==> src/core/fprc_pkg.sv <==
// Shared constants and types for the flash read and program controller.
// Assumes a 100 MHz core clock and a 32-bit AHB-Lite register bus.
`default_nettype none

package fprc_pkg;

	// Clock and programming times.
	localparam int CLK_PERIOD_NS = 10;
	localparam int BYTE_PROG_US = 66;
	localparam int ROW_BYTE_PROG_US = 41;
	localparam int ROW_LIMIT_MS = 31;
	// Least times round up, the longest row time rounds down.
	localparam int BYTE_PROG_CYCLES =
		(BYTE_PROG_US * 1000 + CLK_PERIOD_NS - 1) / CLK_PERIOD_NS;
	localparam int ROW_BYTE_PROG_CYCLES =
		(ROW_BYTE_PROG_US * 1000 + CLK_PERIOD_NS - 1) / CLK_PERIOD_NS;
	localparam int ROW_LIMIT_CYCLES = ROW_LIMIT_MS * 1000000 / CLK_PERIOD_NS;

	// Array geometry: 128 pages of 8 rows of 256 bytes.
	localparam int COL_W = 8;
	localparam int ROW_W = 3;
	localparam int PAGE_W = 7;
	localparam int ADDR_W = PAGE_W + ROW_W + COL_W;
	localparam int BLK_W = 3;
	localparam int NUM_BLOCKS = 8;
	localparam logic [COL_W-1:0] COL_LAST = 8'hff;
	localparam logic [ROW_W-1:0] ROW_LAST = 3'h7;
	localparam logic [COL_W-1:0] COL_ONE = 8'h01;
	localparam logic [ROW_W-1:0] ROW_ONE = 3'h1;
	localparam logic [PAGE_W-1:0] PAGE_ONE = 7'h01;
	localparam logic [7:0] ERASED_BYTE = 8'hff;

	// Timer width covers the row limit count.
	localparam int TMR_W = 22;
	localparam logic [TMR_W-1:0] TMR_ONE = 22'h000001;

	// Register word indices; byte address is four times the index.
	localparam int IDX_W = 10;
	localparam logic [IDX_W-1:0] IDX_DATA = 10'h0f6;
	localparam logic [IDX_W-1:0] IDX_CTRL = 10'h0f8;
	localparam logic [IDX_W-1:0] IDX_PGCTL = 10'h0f9;
	localparam logic [IDX_W-1:0] IDX_PROT = 10'h0fa;
	localparam logic [IDX_W-1:0] IDX_STAT = 10'h0fb;
	localparam logic [IDX_W-1:0] IDX_PAGE = 10'h0fc;
	localparam logic [IDX_W-1:0] IDX_ROW = 10'h0fd;
	localparam logic [IDX_W-1:0] IDX_COL = 10'h0fe;

	// Field positions and reset values.
	localparam int CTRL_WAIT_W = 3;
	localparam int CTRL_MEM_EN_BIT = 3;
	localparam int PAGE_INFO_BIT = 7;
	localparam int PGCTL_ROW_BIT = 0;
	localparam int STAT_ROW_DONE_BIT = 0;
	localparam int STAT_TIMEOUT_BIT = 1;
	localparam int STAT_PROT_ERR_BIT = 2;
	localparam int STAT_BUSY_BIT = 3;
	localparam logic [7:0] CTRL_RST = 8'h00;
	localparam logic [7:0] PROT_RST = 8'h00;
	localparam logic [7:0] PAGE_RST = 8'h00;

	localparam logic [1:0] HTRANS_NONSEQ = 2'h2;
	localparam logic HRESP_OKAY = 1'b0;

	typedef enum logic [0:0] {RD_IDLE, RD_WAIT} fprc_rd_state_t;
	typedef enum logic [1:0] {PG_IDLE, PG_BYTE, PG_HOLD} fprc_pg_state_t;

endpackage

`default_nettype wire

==> src/core/fprc_timer_if.sv <==
// Start and expiry signals between the controller and a programming timer.
// Assumes both ends run on the core clock.
`timescale 1ns/10ps
`default_nettype none

interface fprc_timer_if;
	logic start;
	logic [fprc_pkg::TMR_W-1:0] load;
	logic expired;
	modport owner (output start, output load, input expired);
	modport timer (input start, input load, output expired);
endinterface

`default_nettype wire

==> src/core/fprc_prog_timer.sv <==
// Down counter that flags expiry a loaded number of cycles after start.
// Assumes a nonzero load; a start while running restarts the count.
`timescale 1ns/10ps
`default_nettype none

module fprc_prog_timer (
	input wire logic clk, // core clock
	input wire logic rst, // asynchronous reset, active high
	fprc_timer_if.timer tmr // start, load and expiry
);

	logic [fprc_pkg::TMR_W-1:0] count;
	logic [fprc_pkg::TMR_W-1:0] next_count;
	logic run;
	logic next_run;

	always_comb begin
		next_count = count;
		next_run = run;
		if (tmr.start) begin
			next_count = tmr.load;
			next_run = 1'b1;
		end else if (run) begin
			if (count == fprc_pkg::TMR_ONE) begin
				next_run = 1'b0;
			end else begin
				next_count = count - fprc_pkg::TMR_ONE;
			end
		end
	end

	always_ff @(posedge clk or posedge rst) begin
		if (rst) begin
			count <= '0;
			run <= 1'b0;
		end else begin
			count <= next_count;
			run <= next_run;
		end
	end

	assign tmr.expired = run && (count == fprc_pkg::TMR_ONE);

endmodule

`default_nettype wire

==> src/core/fprc_top.sv <==
// Flash read and program controller: AHB-Lite registers, CPU memory port,
// indirect data port and self-timed byte and row programming.
// Assumes an array with an asynchronous read port and a program port.
// Summary of operation
// - Array is 128 pages of 8 rows of 256 bytes, page/row/column addressed.
// - An information page of two rows, 512 bytes, is separately selectable.
// - Eight 32 KB protection blocks; protected blocks reject every program.
// - The lowest block is protected by the write-protect pin, not a register.
// - CPU memory reads and writes are translated into array accesses.
// - The array is also an indirect byte store behind the data register.
// - Reads of other rows continue while a row is being programmed.
// - Memory reads reach the main array only; info page via data register.
// - Every array read gets automatic wait states.
// - A data register read returns the byte at the page/row/column address.
// - Each data register access advances the stored address by one.
// - A single-byte data write stalls the CPU until programming finishes.
// - Row programming only by data writes while row-burst enable is set.
// - Row mode holds high voltage until column 255; each byte stalls.
// - Each row-mode byte takes its documented programming time.
// - Row time-out aborts row programming and sets an error flag.
// - Memory writes program exactly one byte and never use row mode.
//
// The register addresses and the AHB-Lite register port were decided locally.
`timescale 1ns/10ps
`default_nettype none

module fprc_top #(
	parameter int BYTE_PROG_CYCLES = fprc_pkg::BYTE_PROG_CYCLES,
	parameter int ROW_BYTE_PROG_CYCLES = fprc_pkg::ROW_BYTE_PROG_CYCLES,
	parameter int ROW_LIMIT_CYCLES = fprc_pkg::ROW_LIMIT_CYCLES
) (
	input wire logic core_clk, // core clock
	input wire logic rst, // asynchronous reset, active high
	input wire logic hsel, // slave select
	input wire logic [31:0] haddr, // byte address
	input wire logic [1:0] htrans, // transfer type
	input wire logic hwrite, // write transfer
	input wire logic [2:0] hsize, // transfer size, words only
	input wire logic [31:0] hwdata, // write data
	input wire logic hready, // bus ready
	output logic hreadyout, // slave ready
	output logic hresp, // always OKAY
	output logic [31:0] hrdata, // read data
	input wire logic memReq, // CPU memory cycle, held until memDone
	input wire logic memWrite, // memory cycle is a write
	input wire logic [fprc_pkg::ADDR_W-1:0] memAddr, // flash byte offset
	input wire logic [7:0] memWdata, // memory write data
	output logic [7:0] memRdata, // memory read data
	output logic memDone, // memory cycle finished
	input wire logic wpPinN, // write-protect pin, low protects block 0
	output logic arrRdEn, // array read enable
	output logic [fprc_pkg::ADDR_W-1:0] arrRdAddr, // array read address
	output logic arrRdInfo, // read targets the information page
	input wire logic [7:0] arrRdData, // array read data
	output logic arrPgStrobe, // array byte programming in progress
	output logic [fprc_pkg::ADDR_W-1:0] arrPgAddr, // program address
	output logic arrPgInfo, // program targets the information page
	output logic [7:0] arrPgData, // program data
	output logic arrHighVolt // programming high voltage
);

	localparam logic [fprc_pkg::TMR_W-1:0] BYTE_LOAD =
		BYTE_PROG_CYCLES[fprc_pkg::TMR_W-1:0];
	localparam logic [fprc_pkg::TMR_W-1:0] ROW_BYTE_LOAD =
		ROW_BYTE_PROG_CYCLES[fprc_pkg::TMR_W-1:0];
	localparam logic [fprc_pkg::TMR_W-1:0] ROW_LIMIT_LOAD =
		ROW_LIMIT_CYCLES[fprc_pkg::TMR_W-1:0];
	localparam int AW = fprc_pkg::ADDR_W;
	localparam int CW = fprc_pkg::COL_W;

	fprc_pkg::fprc_rd_state_t rdState, next_rdState;
	fprc_pkg::fprc_pg_state_t pgState, next_pgState;
	logic aValid, next_aValid, aWrite, next_aWrite;
	logic [fprc_pkg::IDX_W-1:0] aIdx, next_aIdx;
	logic ioStarted, next_ioStarted, ioAck, next_ioAck;
	logic [31:0] hrdataReg, next_hrdataReg;
	logic [7:0] pageReg, next_pageReg, ctrlReg, next_ctrlReg;
	logic [7:0] protReg, next_protReg, colReg, next_colReg;
	logic [fprc_pkg::ROW_W-1:0] rowReg, next_rowReg;
	logic pgctlRow, next_pgctlRow;
	logic rowDone, next_rowDone, rowTimeout, next_rowTimeout;
	logic protErr, next_protErr;
	logic [fprc_pkg::CTRL_WAIT_W-1:0] rdCnt, next_rdCnt;
	logic rdForIo, next_rdForIo, rdInfo, next_rdInfo;
	logic [AW-1:0] rdAddr, next_rdAddr, pgAddr, next_pgAddr;
	logic [7:0] memRdataReg, next_memRdataReg, pgData, next_pgData;
	logic memDoneReg, next_memDoneReg;
	logic pgInfo, next_pgInfo, pgFromIo, next_pgFromIo;
	logic rowMode, next_rowMode, highVolt, next_highVolt;
	logic wpMeta, wpSync;
	logic byteStart, rowStart;
	logic [fprc_pkg::TMR_W-1:0] byteLoad;
	logic [7:0] rdMux;
	logic [AW-1:0] curAddr;
	logic [fprc_pkg::NUM_BLOCKS-1:0] blockProt;
	logic curInfo, aIsData, memEn, pgActive, addrPhase;
	logic ioRdReq, ioWrReq, memRdReq, memWrReq;
	logic ioProt, memProt, ioRowHit, memRowHit;

	fprc_timer_if byteTmr ();
	fprc_timer_if rowTmr ();

	fprc_prog_timer uByteTimer (
		.clk(core_clk),
		.rst(rst),
		.tmr(byteTmr.timer)
	);

	fprc_prog_timer uRowTimer (
		.clk(core_clk),
		.rst(rst),
		.tmr(rowTmr.timer)
	);

	assign byteTmr.start = byteStart;
	assign byteTmr.load = byteLoad;
	assign rowTmr.start = rowStart;
	assign rowTmr.load = ROW_LIMIT_LOAD;

	assign curAddr = {pageReg[fprc_pkg::PAGE_W-1:0], rowReg, colReg};
	assign curInfo = pageReg[fprc_pkg::PAGE_INFO_BIT];
	assign blockProt = {protReg[fprc_pkg::NUM_BLOCKS-1:1], ~wpSync};
	assign ioProt = !curInfo && blockProt[curAddr[AW-1 -: fprc_pkg::BLK_W]];
	assign memProt = blockProt[memAddr[AW-1 -: fprc_pkg::BLK_W]];
	assign aIsData = (aIdx == fprc_pkg::IDX_DATA);
	assign memEn = ctrlReg[fprc_pkg::CTRL_MEM_EN_BIT];
	assign pgActive = (pgState != fprc_pkg::PG_IDLE);
	assign addrPhase = hsel && hready && (htrans == fprc_pkg::HTRANS_NONSEQ);
	assign ioRdReq = aValid && aIsData && !aWrite && !ioStarted;
	assign ioWrReq = aValid && aIsData && aWrite && !ioStarted;
	// The done pulse masks the request the CPU has not yet dropped.
	assign memRdReq = memReq && !memWrite && !memDoneReg;
	assign memWrReq = memReq && memWrite && !memDoneReg;
	// only the row under programming blocks reads
	assign ioRowHit = pgActive && (curInfo == pgInfo) &&
		(curAddr[AW-1:CW] == pgAddr[AW-1:CW]);
	assign memRowHit = pgActive && !pgInfo &&
		(memAddr[AW-1:CW] == pgAddr[AW-1:CW]);

	always_comb begin
		next_rdState = rdState;
		next_pgState = pgState;
		next_aValid = aValid;
		next_aWrite = aWrite;
		next_aIdx = aIdx;
		next_ioStarted = ioStarted;
		next_ioAck = ioAck;
		next_hrdataReg = hrdataReg;
		next_pageReg = pageReg;
		next_rowReg = rowReg;
		next_colReg = colReg;
		next_ctrlReg = ctrlReg;
		next_protReg = protReg;
		next_pgctlRow = pgctlRow;
		next_rowDone = rowDone;
		next_rowTimeout = rowTimeout;
		next_protErr = protErr;
		next_rdCnt = rdCnt;
		next_rdForIo = rdForIo;
		next_rdInfo = rdInfo;
		next_rdAddr = rdAddr;
		next_memRdataReg = memRdataReg;
		next_memDoneReg = 1'b0;
		next_pgAddr = pgAddr;
		next_pgInfo = pgInfo;
		next_pgData = pgData;
		next_pgFromIo = pgFromIo;
		next_rowMode = rowMode;
		next_highVolt = highVolt;
		byteStart = 1'b0;
		byteLoad = BYTE_LOAD;
		rowStart = 1'b0;

		if (aValid && aIsData && ioAck) begin
			next_aValid = 1'b0;
			next_ioAck = 1'b0;
			next_ioStarted = 1'b0;
			next_colReg = colReg + fprc_pkg::COL_ONE;
			if (colReg == fprc_pkg::COL_LAST) begin
				next_rowReg = rowReg + fprc_pkg::ROW_ONE;
				if (rowReg == fprc_pkg::ROW_LAST) begin
					next_pageReg[fprc_pkg::PAGE_W-1:0] =
						pageReg[fprc_pkg::PAGE_W-1:0] + fprc_pkg::PAGE_ONE;
				end
			end
		end else if (aValid && !aIsData) begin
			next_aValid = 1'b0;
			if (aWrite) begin
				case (aIdx)
					fprc_pkg::IDX_PAGE: next_pageReg = hwdata[7:0];
					fprc_pkg::IDX_ROW: next_rowReg = hwdata[fprc_pkg::ROW_W-1:0];
					fprc_pkg::IDX_COL: next_colReg = hwdata[7:0];
					fprc_pkg::IDX_CTRL: next_ctrlReg = hwdata[7:0];
					fprc_pkg::IDX_PROT: next_protReg = hwdata[7:0];
					fprc_pkg::IDX_PGCTL: begin
						next_pgctlRow = hwdata[fprc_pkg::PGCTL_ROW_BIT];
					end
					fprc_pkg::IDX_STAT: begin
						// Ones clear; engine sets below still win.
						next_rowDone = rowDone &
							~hwdata[fprc_pkg::STAT_ROW_DONE_BIT];
						next_rowTimeout = rowTimeout &
							~hwdata[fprc_pkg::STAT_TIMEOUT_BIT];
						next_protErr = protErr &
							~hwdata[fprc_pkg::STAT_PROT_ERR_BIT];
					end
					default: ;
				endcase
			end
		end

		unique case (rdState)
			fprc_pkg::RD_IDLE: begin
				// data register read at stored address
				if (ioRdReq && !ioRowHit) begin
					next_ioStarted = 1'b1;
					next_rdForIo = 1'b1;
					next_rdAddr = curAddr;
					next_rdInfo = curInfo;
					next_rdCnt = ctrlReg[fprc_pkg::CTRL_WAIT_W-1:0];
					next_rdState = fprc_pkg::RD_WAIT;
				end else if (memRdReq && !memEn) begin
					next_memRdataReg = fprc_pkg::ERASED_BYTE;
					next_memDoneReg = 1'b1;
				// memory reads see the main array only
				end else if (memRdReq && !memRowHit) begin
					next_rdForIo = 1'b0;
					next_rdAddr = memAddr;
					next_rdInfo = 1'b0;
					next_rdCnt = ctrlReg[fprc_pkg::CTRL_WAIT_W-1:0];
					next_rdState = fprc_pkg::RD_WAIT;
				end
			end
			fprc_pkg::RD_WAIT: begin
				if (rdCnt == '0) begin
					next_rdState = fprc_pkg::RD_IDLE;
					if (rdForIo) begin
						next_hrdataReg = {24'h000000, arrRdData};
						next_ioAck = 1'b1;
					end else begin
						next_memRdataReg = arrRdData;
						next_memDoneReg = 1'b1;
					end
				end else begin
					next_rdCnt = rdCnt - 3'h1;
				end
			end
		endcase

		unique case (pgState)
			fprc_pkg::PG_IDLE: begin
				if (ioWrReq) begin
					next_ioStarted = 1'b1;
					if (ioProt) begin
						next_protErr = 1'b1;
						next_ioAck = 1'b1;
					end else begin
						// row mode only from data writes
						next_rowMode = pgctlRow;
						next_pgFromIo = 1'b1;
						next_pgAddr = curAddr;
						next_pgInfo = curInfo;
						next_pgData = hwdata[7:0];
						next_highVolt = 1'b1;
						byteStart = 1'b1;
						byteLoad = pgctlRow ? ROW_BYTE_LOAD : BYTE_LOAD;
						rowStart = pgctlRow;
						next_pgState = fprc_pkg::PG_BYTE;
					end
				end else if (memWrReq) begin
					if (!memEn || memProt) begin
						next_protErr = next_protErr || memProt;
						next_memDoneReg = 1'b1;
					end else begin
						// memory write is one plain byte
						next_rowMode = 1'b0;
						next_pgFromIo = 1'b0;
						next_pgAddr = memAddr;
						next_pgInfo = 1'b0;
						next_pgData = memWdata;
						next_highVolt = 1'b1;
						byteStart = 1'b1;
						next_pgState = fprc_pkg::PG_BYTE;
					end
				end
			end
			fprc_pkg::PG_BYTE: begin
				if (rowMode && rowTmr.expired) begin
					next_highVolt = 1'b0;
					next_pgctlRow = 1'b0;
					next_rowTimeout = 1'b1;
					next_ioAck = 1'b1;
					next_pgState = fprc_pkg::PG_IDLE;
				end else if (byteTmr.expired && rowMode) begin
					next_ioAck = 1'b1;
					if (pgAddr[CW-1:0] == fprc_pkg::COL_LAST) begin
						next_highVolt = 1'b0;
						next_pgctlRow = 1'b0;
						next_rowDone = 1'b1;
						next_pgState = fprc_pkg::PG_IDLE;
					end else begin
						next_pgState = fprc_pkg::PG_HOLD;
					end
				// stall released when the byte is done
				end else if (byteTmr.expired) begin
					next_highVolt = 1'b0;
					next_ioAck = next_ioAck || pgFromIo;
					next_memDoneReg = next_memDoneReg || !pgFromIo;
					next_pgState = fprc_pkg::PG_IDLE;
				end
			end
			fprc_pkg::PG_HOLD: begin
				// Memory writes wait here rather than joining the row.
				if (rowTmr.expired) begin
					next_highVolt = 1'b0;
					next_pgctlRow = 1'b0;
					next_rowTimeout = 1'b1;
					next_pgState = fprc_pkg::PG_IDLE;
				end else if (!pgctlRow) begin
					next_highVolt = 1'b0;
					next_pgState = fprc_pkg::PG_IDLE;
				end else if (ioWrReq) begin
					next_ioStarted = 1'b1;
					if (ioProt) begin
						next_protErr = 1'b1;
						next_ioAck = 1'b1;
					end else begin
						next_pgAddr = curAddr;
						next_pgInfo = curInfo;
						next_pgData = hwdata[7:0];
						byteStart = 1'b1;
						byteLoad = ROW_BYTE_LOAD;
						next_pgState = fprc_pkg::PG_BYTE;
					end
				end
			end
		endcase

		// Read value built from next state so a write is seen at once.
		case (haddr[fprc_pkg::IDX_W+1:2])
			fprc_pkg::IDX_PAGE: rdMux = next_pageReg;
			fprc_pkg::IDX_ROW: rdMux = {5'h00, next_rowReg};
			fprc_pkg::IDX_COL: rdMux = next_colReg;
			fprc_pkg::IDX_CTRL: rdMux = next_ctrlReg;
			fprc_pkg::IDX_PGCTL: rdMux = {7'h00, next_pgctlRow};
			fprc_pkg::IDX_PROT: rdMux = {next_protReg[7:1], ~wpSync};
			fprc_pkg::IDX_STAT: begin
				rdMux = {4'h0, next_pgState != fprc_pkg::PG_IDLE,
					next_protErr, next_rowTimeout, next_rowDone};
			end
			default: rdMux = 8'h00;
		endcase

		// address phase of every NONSEQ access over the register bus
		if (addrPhase) begin
			next_aValid = 1'b1;
			next_aWrite = hwrite;
			next_aIdx = haddr[fprc_pkg::IDX_W+1:2];
			if (!hwrite && haddr[fprc_pkg::IDX_W+1:2] != fprc_pkg::IDX_DATA) begin
				next_hrdataReg = {24'h000000, rdMux};
			end
		end
	end

	always_ff @(posedge core_clk or posedge rst) begin
		if (rst) begin
			rdState <= fprc_pkg::RD_IDLE;
			pgState <= fprc_pkg::PG_IDLE;
			aValid <= 1'b0;
			aWrite <= 1'b0;
			aIdx <= '0;
			ioStarted <= 1'b0;
			ioAck <= 1'b0;
			hrdataReg <= '0;
			pageReg <= fprc_pkg::PAGE_RST;
			rowReg <= '0;
			colReg <= '0;
			ctrlReg <= fprc_pkg::CTRL_RST;
			protReg <= fprc_pkg::PROT_RST;
			pgctlRow <= 1'b0;
			rowDone <= 1'b0;
			rowTimeout <= 1'b0;
			protErr <= 1'b0;
			rdCnt <= '0;
			rdForIo <= 1'b0;
			rdInfo <= 1'b0;
			rdAddr <= '0;
			memRdataReg <= '0;
			memDoneReg <= 1'b0;
			pgAddr <= '0;
			pgInfo <= 1'b0;
			pgData <= '0;
			pgFromIo <= 1'b0;
			rowMode <= 1'b0;
			highVolt <= 1'b0;
			wpMeta <= 1'b1;
			wpSync <= 1'b1;
		end else begin
			rdState <= next_rdState;
			pgState <= next_pgState;
			aValid <= next_aValid;
			aWrite <= next_aWrite;
			aIdx <= next_aIdx;
			ioStarted <= next_ioStarted;
			ioAck <= next_ioAck;
			hrdataReg <= next_hrdataReg;
			pageReg <= next_pageReg;
			rowReg <= next_rowReg;
			colReg <= next_colReg;
			ctrlReg <= next_ctrlReg;
			protReg <= next_protReg;
			pgctlRow <= next_pgctlRow;
			rowDone <= next_rowDone;
			rowTimeout <= next_rowTimeout;
			protErr <= next_protErr;
			rdCnt <= next_rdCnt;
			rdForIo <= next_rdForIo;
			rdInfo <= next_rdInfo;
			rdAddr <= next_rdAddr;
			memRdataReg <= next_memRdataReg;
			memDoneReg <= next_memDoneReg;
			pgAddr <= next_pgAddr;
			pgInfo <= next_pgInfo;
			pgData <= next_pgData;
			pgFromIo <= next_pgFromIo;
			rowMode <= next_rowMode;
			highVolt <= next_highVolt;
			wpMeta <= wpPinN;
			wpSync <= wpMeta;
		end
	end

	assign hreadyout = !(aValid && aIsData) || ioAck;
	assign hresp = fprc_pkg::HRESP_OKAY;
	assign hrdata = hrdataReg;
	assign memRdata = memRdataReg;
	assign memDone = memDoneReg;
	assign arrRdEn = (rdState == fprc_pkg::RD_WAIT);
	assign arrRdAddr = rdAddr;
	assign arrRdInfo = rdInfo;
	assign arrPgStrobe = (pgState == fprc_pkg::PG_BYTE);
	assign arrPgAddr = pgAddr;
	assign arrPgInfo = pgInfo;
	assign arrPgData = pgData;
	assign arrHighVolt = highVolt;

endmodule

`default_nettype wire

==> config.mk <==
export PLATFORM = sky130hd
export DESIGN_NAME = fprc_top
export DESIGN_NICKNAME = d
export VERILOG_FILES = /design/src/core/fprc_pkg.sv /design/src/core/fprc_timer_if.sv /design/src/core/fprc_prog_timer.sv /design/src/core/fprc_top.sv
export SDC_FILE = /design/constraint.sdc
export NUM_CORES = 1
export LEC_CHECK = 0
export BUFFER_PORTS_ARGS = -buffer_cell sky130_fd_sc_hd__buf_2
export CAP_MARGIN = 0
export CORE_ASPECT_RATIO = 0.6
export CORE_UTILIZATION = 30
export DETAILED_ROUTE_END_ITERATION = 10
export PLACE_DENSITY_LB_ADDON = 0.12
export SYNTH_ARGS = -nofsm -noshare
export SYNTH_HDL_FRONTEND = slang
export SYNTH_SLANG_ARGS = --single-unit
==> constraint.sdc <==
create_clock -name core_clk -period 8.21 [get_ports core_clk]
set_input_delay 2.0525 -clock core_clk [delete_from_list [all_inputs] [get_ports core_clk]]
set_output_delay 2.0525 -clock core_clk [all_outputs]
set_load 0.01 [all_outputs]
==> summary.txt, run 1 <==
Run status
  – Status: complete, no violations

Timing
  – Final setup violation count: 0
  – Period minus WS final: 4.53 ns
  – FMAX: ~220 MHz
  – Setup TNS: 0 ns
  – Fin Clk Skew: about 0.013 ns
  – Worst slew pin tran: roughly 1.1 ns
  – Slew headroom: a little under a quarter
  – Final hold vios: 0
  – Max-slew violation count: 0
  – Final period utilization: a little under three fifths
  – RSZ-0062 raised after global routing: false

Die
  – Die ar.: roughly 0.035 mm2
  – Row cnt: 51
  – Die H: about 140 um
  – IO Pins: around 200
  – Initial Util: around 30%
  – Horiz. Die Dim: 239 um
  – Core area: 0.0329 mm2

Synthesis
  – Async SR Flop Fraction: 100%
  – Synth Register Bits: between 150 and 200
  – Yosys cell types: 73
  – EDFF count, synth: 0
  – Avg Inst Size Synth: 9.96 um2
  – Cell taking the most area after synthesis: dfrtp_1
  – Ys Warns: 0
  – Mapped Area: a little over 0.01 mm2
  – Ys flop type: dfrtp_1
  – Largest cells by area after synthesis: dfrtp_1 48%, nor2_1 3.7%, mux2i_1 3.5%
  – Syn_nets: ~1100
  – Seq/Total Area, Yosys: around half
  – Cells after Synth: 1019
  – Post-synth top area share: 48.1%

Worst setup path
  – Worst Setup Start Kind: primary input
  – Crit-path leading delay family: compound AO/OA/AOI/OAI gates
  – Buf+Inv Stages, Crit Path: 1
  – Slowest stage delay, CP: approximately 0.81 ns
  – Crit path kind: in -> reg
  – CP Max Fanout: 23
  – Critical Path RT: between 8 and 9 ns
  – Worst-path cell chain: buf_2 -> mux2_2 -> a32o_1 -> nor3_1 -> mux2i_1 -> o21ai_2 -> o22ai_1 -> o2bb2ai_1
  – Slowest library cell on the worst path: o21ai_2
  – Arrival time worst endpoint: between 4 and 5 ns
  – Setup crit end kind: flip-flop

Placed design
  – Placer congestion estimate: 0.870
  – DP Wirelength: 23700 um
  – PortBufs: approximately 150
  – Placed Cells: around 1600

Routing
  – TritonRoute pass-1 iters: 5
  – Vias: roughly 8400
  – DRT Wirelength: approximately 32000 um
  – Drt wl/cell: between 20 and 25 um
  – DR iter-0 viols: about 630
  – Antenna Nets Post-Route: 0
  – Drt drc: 0
  – Via density: just over 5

Flow run
  – Number of max-cap violations: 0

Cells and area
  – Nets: 1282
  – # fillers: roughly 3400
  – Share of cells above drive strength 1: 20.6%
  – Non-Filler Instances: 1618
  – Leading cell types in the layout, fill and taps excluded: 195 x dfrtp_1, 152 x buf_2, 100 x nor2_1, 77 x nand2_1, 51 x a21oi_1
  – Area grow syn2layout: 18.1%
  – Diode count: 0
  – Most common cell after layout, fill and taps aside: dfrtp_1

Global route
  – First-pass GRT wire length: 49500 um
  – Number of global-route vias before repair: 7899
  – Pin count of the biggest net entering global routing: 95
  – Initial antenna violation count: 0
  – Total GRT Usage: a little under 20%
  – Global route overflow: 0

Clocking
  – Post-CTS Hold Buffers: 0
  – Clock Path Buffers: 2
  – Skew-Pair Late Insertion Delay: 0.46 ns
  – Post-CTS Resized: 0
  – Reg clk slew, reported paths: approximately 0.07 ns
  – TritonCTS buffer count: 17
  – Post-CTS setup buffers: 0
  – Num Clock Sinks: just under 200
  – Clock Tree Root: clkbuf_16
  – Htree depth: 4
  – CTS tree: done

Power
  – PwrDens: 253 mW/mm2
  – Maximum VDD drop: about 150 uV
  – Design Power: between 0.003 and 0.004 W
  – Pleak: approximately 5.5 nW

Worst hold path
  – HP Class: reg -> reg
[routing by layer]
metal	vias to the layer above	wire, um	track usage [%]
met3	21	2250	4.89
met4	0	373	5.40
met5	-	0	0
li1	3991	-	-
met1	4131	17500	30.8
met2	249	12300	24.4
[cell type report]
| class | instances | area (um2) | area share [%] |
|---|---|---|---|
| clock buffers | 20 | 447 | 3.73 |
| clock inverters | 9 | 131 | 1.10 |
| multi-input cells | 743 | 4920 | 41.0 |
| inverters | 33 | 131 | 1.10 |
| flip-flops and latches | 197 | 4930 | 41.1 |
| repair buffers | 166 | 866 | 7.22 |
| well taps | 450 | 563 | 4.70 |
[power by group]
group / total, W / switching, W / internal, W
clock network: 0.000872 / 0.000390 / 0.000482
logic: 0.000807 / 0.000451 / 0.000356
registers: 0.00135 / 0.000183 / 0.00117
total: 0.00303 / 0.00102 / 0.00200
[logic make-up after synthesis]
kind of cell             after synthesis  share of synthesized area (%)
AO/OA/AOI/OAI                        220                           15.2
XOR/XNOR                              57                           4.92
adder cells (fa/ha/maj)               13                           1.60
buffers and inverters                 79                           3.17
flip-flops                           197                           48.6
multiplexers                          63                           6.56
other                                  1                         0.0369
AND/OR/NAND/NOR                      389                           19.9
[stage by stage]
stage	setup slack (ns)	hold slack (ns)	cell area (um2)	utilization, %
3_5_place_dp	3.12	0.353	11400	34.7
4_1_cts	3.63	0.371	12000	36.5
2_1_floorplan	0.792	0.345	10100	-
6_report	3.68	0.366	12000	36.5
3_3_place_gp	3.11	0.355	11400	34.7
5_1_grt	3.40	0.371	12000	36.5
[registers in the layout, indices dropped and copies added (netlist names), 2 cells and up]
register,cells
pageReg,8
protReg,7
memRdata,8
arrPgAddr,18
arrRdAddr,18
colReg,8
uByteTimer.count,22
rdCnt,3
aIdx,10
uRowTimer.count,22
pgState,2
arrPgData,8
hrdata,32
rowReg,3
ctrlReg,8
[path summary, 6_finish.rpt]
check                               startpoint                              end  slack, ns  cells past startpoint
max                                memAddr[16]  uByteTimer.count[7]$_DFFE_PP0P_       3.68                      8
min                           wpMeta$_DFF_PP1_                 wpSync$_DFF_PP1_       0.37                      0
max reg2reg                aIdx[3]$_DFFE_PP0P_             rdCnt[1]$_DFFE_PP0P_       4.69                      7
min reg2reg                   wpMeta$_DFF_PP1_                 wpSync$_DFF_PP1_       0.37                      0
max in group asynchronous                  rst              rowReg[0]$_DFF_PP0_       5.27                      3
min in group asynchronous                  rst  uRowTimer.count[11]$_DFFE_PP0P_       1.72                      2
[cell usage after synthesis (27+ instances only)]
cell and count:
xor2_1 34, a21oi_1 51, mux2i_1 35, nand2_1 77, clkbuf_1 33, and2_1 29
inv_1 33, nor2_1 101, dfrtp_1 195, mux2_2 28, a22oi_1 29, o2bb2ai_1 27
No activity file was read; power rests on OpenSTA's default activity.
==> run 2, diff against run 1 <==
==> constraint.sdc (replaced) <==
create_clock -name core_clk -period 3.9 [get_ports core_clk]
set_input_delay 0.975 -clock core_clk [delete_from_list [all_inputs] [get_ports core_clk]]
set_output_delay 0.975 -clock core_clk [all_outputs]
set_load 0.01 [all_outputs]
==> summary.txt, run 2 (synthesis results as in run 1) <==
Run status
  – Status: complete, no violations

Timing
  – Final hold vios: 0
  – Period minus WS final: 3.37 ns
  – WHS: ~0.36 ns
  – Fin Clk Skew: 0.0120 ns
  – Setup TNS: 0 ns
  – Max-slew violation count: 0
  – RSZ-0062 raised after global routing: false
  – FMAX: around 300 MHz
  – Final setup violation count: 0
  – Final period utilization: 86.4%
  – Worst slew pin tran: between 0.8 and 0.9 ns
  – Slew headroom: 42.6%

Cells and area
  – Footprint of the multi-input gates: roughly 0.0049 mm2
  – Non-Filler Instances: roughly 1600
  – Area grow syn2layout: 19.6%
  – Max reg flops: 32
  – Most common cell after layout, fill and taps aside: dfrtp_1
  – # fillers: around 3300
  – Leading cell types in the layout, fill and taps excluded: 195 x dfrtp_1, 152 x buf_2, 100 x nor2_1, 77 x nand2_1, 51 x a21oi_1
  – Final Util: 36.9%
  – Share of cells above drive strength 1: between 20% and 30%
  – Register Area: approximately 0.0049 mm2
  – Nets: 1298
  – Diode count: 0

Worst setup path
  – Setup crit end kind: flip-flop
  – Worst Setup Start Kind: flip-flop
  – Arrival time worst endpoint: approximately 3.7 ns
  – Critical Path RT: between 4 and 5 ns
  – CP Max Fanout: 13
  – Crit path kind: reg -> reg

Die
  – Horiz. Die Dim: 239 um
  – Die ar.: around 0.035 mm2
  – Row cnt: 51
  – Die H: approximately 140 um
  – Core area: ~0.033 mm2
  – Initial Util: a little under a third
  – IO Pins: between 200 and 250

Routing
  – Via density: around 5.2
  – Antenna Nets Post-Route: 0
  – Vias: 8507
  – Drt wl/cell: about 20 um
  – DR iter-0 viols: a little under 700
  – Drt drc: 0
  – DRT Wirelength: 32700 um
  – TritonRoute pass-1 iters: 5

Clocking
  – Clock Tree Root: clkbuf_16
  – Num Clock Sinks: 197
  – Skew-Pair Late Insertion Delay: 0.46 ns
  – CTS tree: done
  – Reg clk slew, reported paths: around 0.080 ns
  – Post-CTS setup buffers: 0
  – Clock Path Buffers: 2
  – Post-CTS Hold Buffers: 0
  – Post-CTS Resized: 0
  – Htree depth: 4
  – TritonCTS buffer count: 17

Global route
  – Number of global-route vias before repair: around 8000
  – First-pass GRT wire length: roughly 50000 um
  – Pin count of the biggest net entering global routing: ~110
  – Initial antenna violation count: 0
  – Total GRT Usage: 19.4%
  – Global route overflow: 0

Placed design
  – DP Wirelength: ~24000 um
  – PortBufs: roughly 150
  – Placed Cells: 1605
  – Placer congestion estimate: 0.838

Power
  – Design Power: roughly 0.0064 W
  – Pleak: 5.58 nW
  – Maximum VDD drop: 327 uV
  – PwrDens: 526 mW/mm2

Flow run
  – Number of max-cap violations: 0

Worst hold path
  – HP Class: reg -> reg
==> run 2: cell count changes in the layout (fill, tap and decap cells not counted), sizes merged <==
cell      change
clkbuf        -3
inv           +7
buf          +16
clkinv        +2
bufinv        -2
clkinvlp      -1
==> run 2: worst paths after layout <==
| check | startpoint | end | slack (ns) | depth (start not counted) |
|---|---|---|---|---|
| worst max-delay path | aIdx[7]$_DFFE_PP0P_ | hrdata[1]$_DFF_PP0_ | 0.53 | 8 |
| worst min-delay path | wpMeta$_DFF_PP1_ | wpSync$_DFF_PP1_ | 0.36 | 0 |
| worst max register to register | aIdx[7]$_DFFE_PP0P_ | hrdata[1]$_DFF_PP0_ | 0.53 | 8 |
| worst min register to register | wpMeta$_DFF_PP1_ | wpSync$_DFF_PP1_ | 0.36 | 0 |
| max in group asynchronous | rst | uByteTimer.count[13]$_DFFE_PP0P_ | 2.47 | 3 |
| min in group asynchronous | rst | arrRdAddr[3]$_DFFE_PP0P_ | 0.67 | 3 |
==> run 2: report_power, final <==
group          total, W  switching (W)  leakage (nW)  internal [W]
Clock           0.00183       0.000921         0.285      0.000911
Sequential      0.00282       0.000371          2.49       0.00245
Combinational   0.00173       0.000959          2.81      0.000769
Total           0.00638        0.00225          5.58       0.00413
==> run 2: final cells by class <==
type	instances	area share (%)
flip-flops and latches	197	40.6
multi-input cells	743	40.5
repair buffers	182	8.33
well taps	450	4.64
clock buffers	17	3.51
clock inverters	15	1.31
inverters	33	1.05
==> run 2: critical path, stage by stage, from the launching register on <==
cell and delay, ns:
dfrtp_1 0.42, nand4_1 0.47, or4_1 0.86, mux2_2 0.36, a32o_1 0.27, a21o_1 0.16
a2111oi_0 0.39, buf_4 0.23, o22ai_1 0.08
==> run 2: stage by stage <==
step                worst slack [ns]  area [um2]
floorplan                      0.380       10200
global route                   0.358       12100
CTS                            0.509       12100
detailed placement             0.531       11500
finish                         0.530       12100
global placement               0.554       11500
==> run 2: per-layer routing <==
metal  share of wire, %  wire length, um  GRT usage, %  vias to the layer above
li1                   -                -             -                     4030
met1                 53            17500          30.6                     4194
met2                 38            12500          25.2                      265
met3                7.3             2380          5.73                       18
met4               0.92              301          3.78                        0
met5                  0                0             0                        -
==> run 3, diff against run 2 <==
--- a/config.mk
+++ b/config.mk
@@ -5,11 +5,12 @@
 export SDC_FILE = /design/constraint.sdc
 export NUM_CORES = 1
 export LEC_CHECK = 0
-export BUFFER_PORTS_ARGS = -buffer_cell sky130_fd_sc_hd__buf_2
 export CAP_MARGIN = 0
 export CORE_ASPECT_RATIO = 0.6
 export CORE_UTILIZATION = 30
+export CTS_CLUSTER_DIAMETER = 120
 export DETAILED_ROUTE_END_ITERATION = 10
+export DONT_BUFFER_PORTS = 1
 export PLACE_DENSITY_LB_ADDON = 0.12
 export SYNTH_ARGS = -nofsm -noshare
 export SYNTH_HDL_FRONTEND = slang
==> summary.txt, run 3 (synthesis results as in run 1) <==
Worst setup path
  – Arrival time worst endpoint: 3.62 ns
  – Critical Path RT: 4.23 ns
  – CP Launch Point: aIdx[3]$_DFFE_PP0P_
  – Worst r2r src: aIdx[3]$_DFFE_PP0P_
  – Setup crit end kind: flip-flop
  – Crit path kind: reg -> reg
  – CP Max Fanout: 19
  – Worst Setup Start Kind: flip-flop

Timing
  – Final hold vios: 0
  – Setup TNS: 0 ns
  – Final period utilization: 84.3%
  – Fin Clk Skew: 0.0117 ns
  – FMAX: about 300 MHz
  – Period minus WS final: roughly 3.3 ns
  – Worst slew pin tran: ~0.83 ns
  – Slew headroom: between 40% and 50%
  – Max-slew violation count: 0
  – Final setup violation count: 0
  – RSZ-0062 raised after global routing: false

Clocking
  – Num Clock Sinks: ~200
  – CTS tree: done
  – Post-CTS Hold Buffers: 0
  – Clock Tree Root: clkbuf_16
  – Reg clk slew, reported paths: roughly 0.080 ns
  – Htree depth: 4
  – Clock Path Buffers: 2
  – Skew-Pair Late Insertion Delay: 0.46 ns
  – Post-CTS setup buffers: 0
  – Post-CTS Resized: 0
  – TritonCTS buffer count: 17

Routing
  – Vias: about 7900
  – Drt wl/cell: 21.8 um
  – DRT Wirelength: about 32000 um
  – Via density: approximately 5.3
  – Antenna Nets Post-Route: 0
  – DR iter-0 viols: approximately 660
  – Drt drc: 0
  – TritonRoute pass-1 iters: 7

Die
  – Initial Util: between 30% and 40%
  – IO Pins: between 200 and 250
  – Horiz. Die Dim: ~240 um
  – Die ar.: between 0.03 and 0.04 mm2
  – Core area: 0.0329 mm2
  – Die H: about 140 um
  – Row cnt: 51

Flow run
  – Number of max-cap violations: 0

Global route
  – Pin count of the biggest net entering global routing: around 120
  – Number of global-route vias before repair: 7630
  – Initial antenna violation count: 1
  – Total GRT Usage: between 10% and 20%
  – First-pass GRT wire length: roughly 50000 um
  – Global route overflow: 0

Worst hold path
  – HP Class: in -> async

Cells and area
  – Area grow syn2layout: 12.3%
  – Max reg flops: 32
  – Share of cells above drive strength 1: around a tenth
  – # fillers: ~3300
  – Nets: between 1000 and 1500
  – Diode count: 0
  – Final Util: roughly a third
  – Most common cell after layout, fill and taps aside: dfrtp_1
  – Leading cell types in the layout, fill and taps excluded: 195 x dfrtp_1, 100 x nor2_1, 77 x nand2_1, 51 x a21oi_1, 35 x mux2i_1

Run status
  – Status: complete, no violations

Placed design
  – Placer congestion estimate: between 0.8 and 0.9
  – DP Wirelength: around 24000 um
  – PortBufs: 0

Power
  – PwrDens: approximately 540 mW/mm2
  – Maximum VDD drop: 317 uV
  – Pleak: around 4.9 nW
  – Design Power: 0.00618 W
run 3: cell types whose count changed in the layout (fill, tap and decap cells not counted), moves of 2 or more:
| cell | change |
|---|---|
| bufinv_16 | +2 |
| clkinvlp_4 | +3 |
| clkinv_4 | -4 |
| buf_2 | -152 |
run 3: final cells by class:
type | count | area, um2 | share of cell area, %
clock buffer | 18 | 439 | 3.85
multi-input combinational | 743 | 4920 | 43.1
tap | 450 | 563 | 4.94
clock inverter | 14 | 186 | 1.64
sequential | 197 | 4930 | 43.3
timing repair buffer | 30 | 238 | 2.08
inverter | 33 | 128 | 1.12
run 3: path summary, 6_finish.rpt:
check / cells past startpoint / slack, ns / end
max in group asynchronous: 2 / 2.53 / ioStarted$_DFF_PP0_
setup / recovery: 7 / 0.61 / hrdata[1]$_DFF_PP0_
min in group core_clk: 0 / 0.36 / wpSync$_DFF_PP1_
hold / removal: 1 / 0.36 / arrRdAddr[2]$_DFFE_PP0P_
hold reg to reg: 0 / 0.36 / wpSync$_DFF_PP1_
setup reg to reg: 7 / 0.61 / hrdata[1]$_DFF_PP0_
run 3: layer usage:
| metal | global-route usage, % | wire [um] |
|---|---|---|
| met4 | 5.36 | 421 |
| met2 | 24.8 | 12200 |
| met5 | 0 | 0 |
| met3 | 4.33 | 2350 |
| met1 | 31.3 | 17400 |
run 3: report_power, final:
group / switching [W] / internal (W)
Clock: 0.000897 / 0.00105
Combinational: 0.000660 / 0.000544
Sequential: 0.000585 / 0.00245
run 3: through the flow:
| stage | cell area, um2 | hold WS, ns | setup slack, ns | std cells |
|---|---|---|---|---|
| 4_1_cts | 11400 | 0.353 | 0.571 | 1485 |
| 2_1_floorplan | 10200 | 0.345 | 0.380 | 1019 |
| 6_report | 11400 | 0.360 | 0.614 | 1485 |
| 3_5_place_dp | 10800 | 0.350 | 0.669 | 1453 |
| 5_1_grt | 11400 | 0.362 | 0.428 | 1485 |
| 3_3_place_gp | 10800 | 0.354 | 0.704 | 1453 |
run 3: critical path, cell delays in order, from the launching register on:
cell       delay, ns
dfrtp_1         0.40
or4b_1          0.70
or4_4           0.75
o32ai_1         0.35
nor3_1          0.09
a2111oi_0       0.54
buf_4           0.24
o22ai_1         0.08
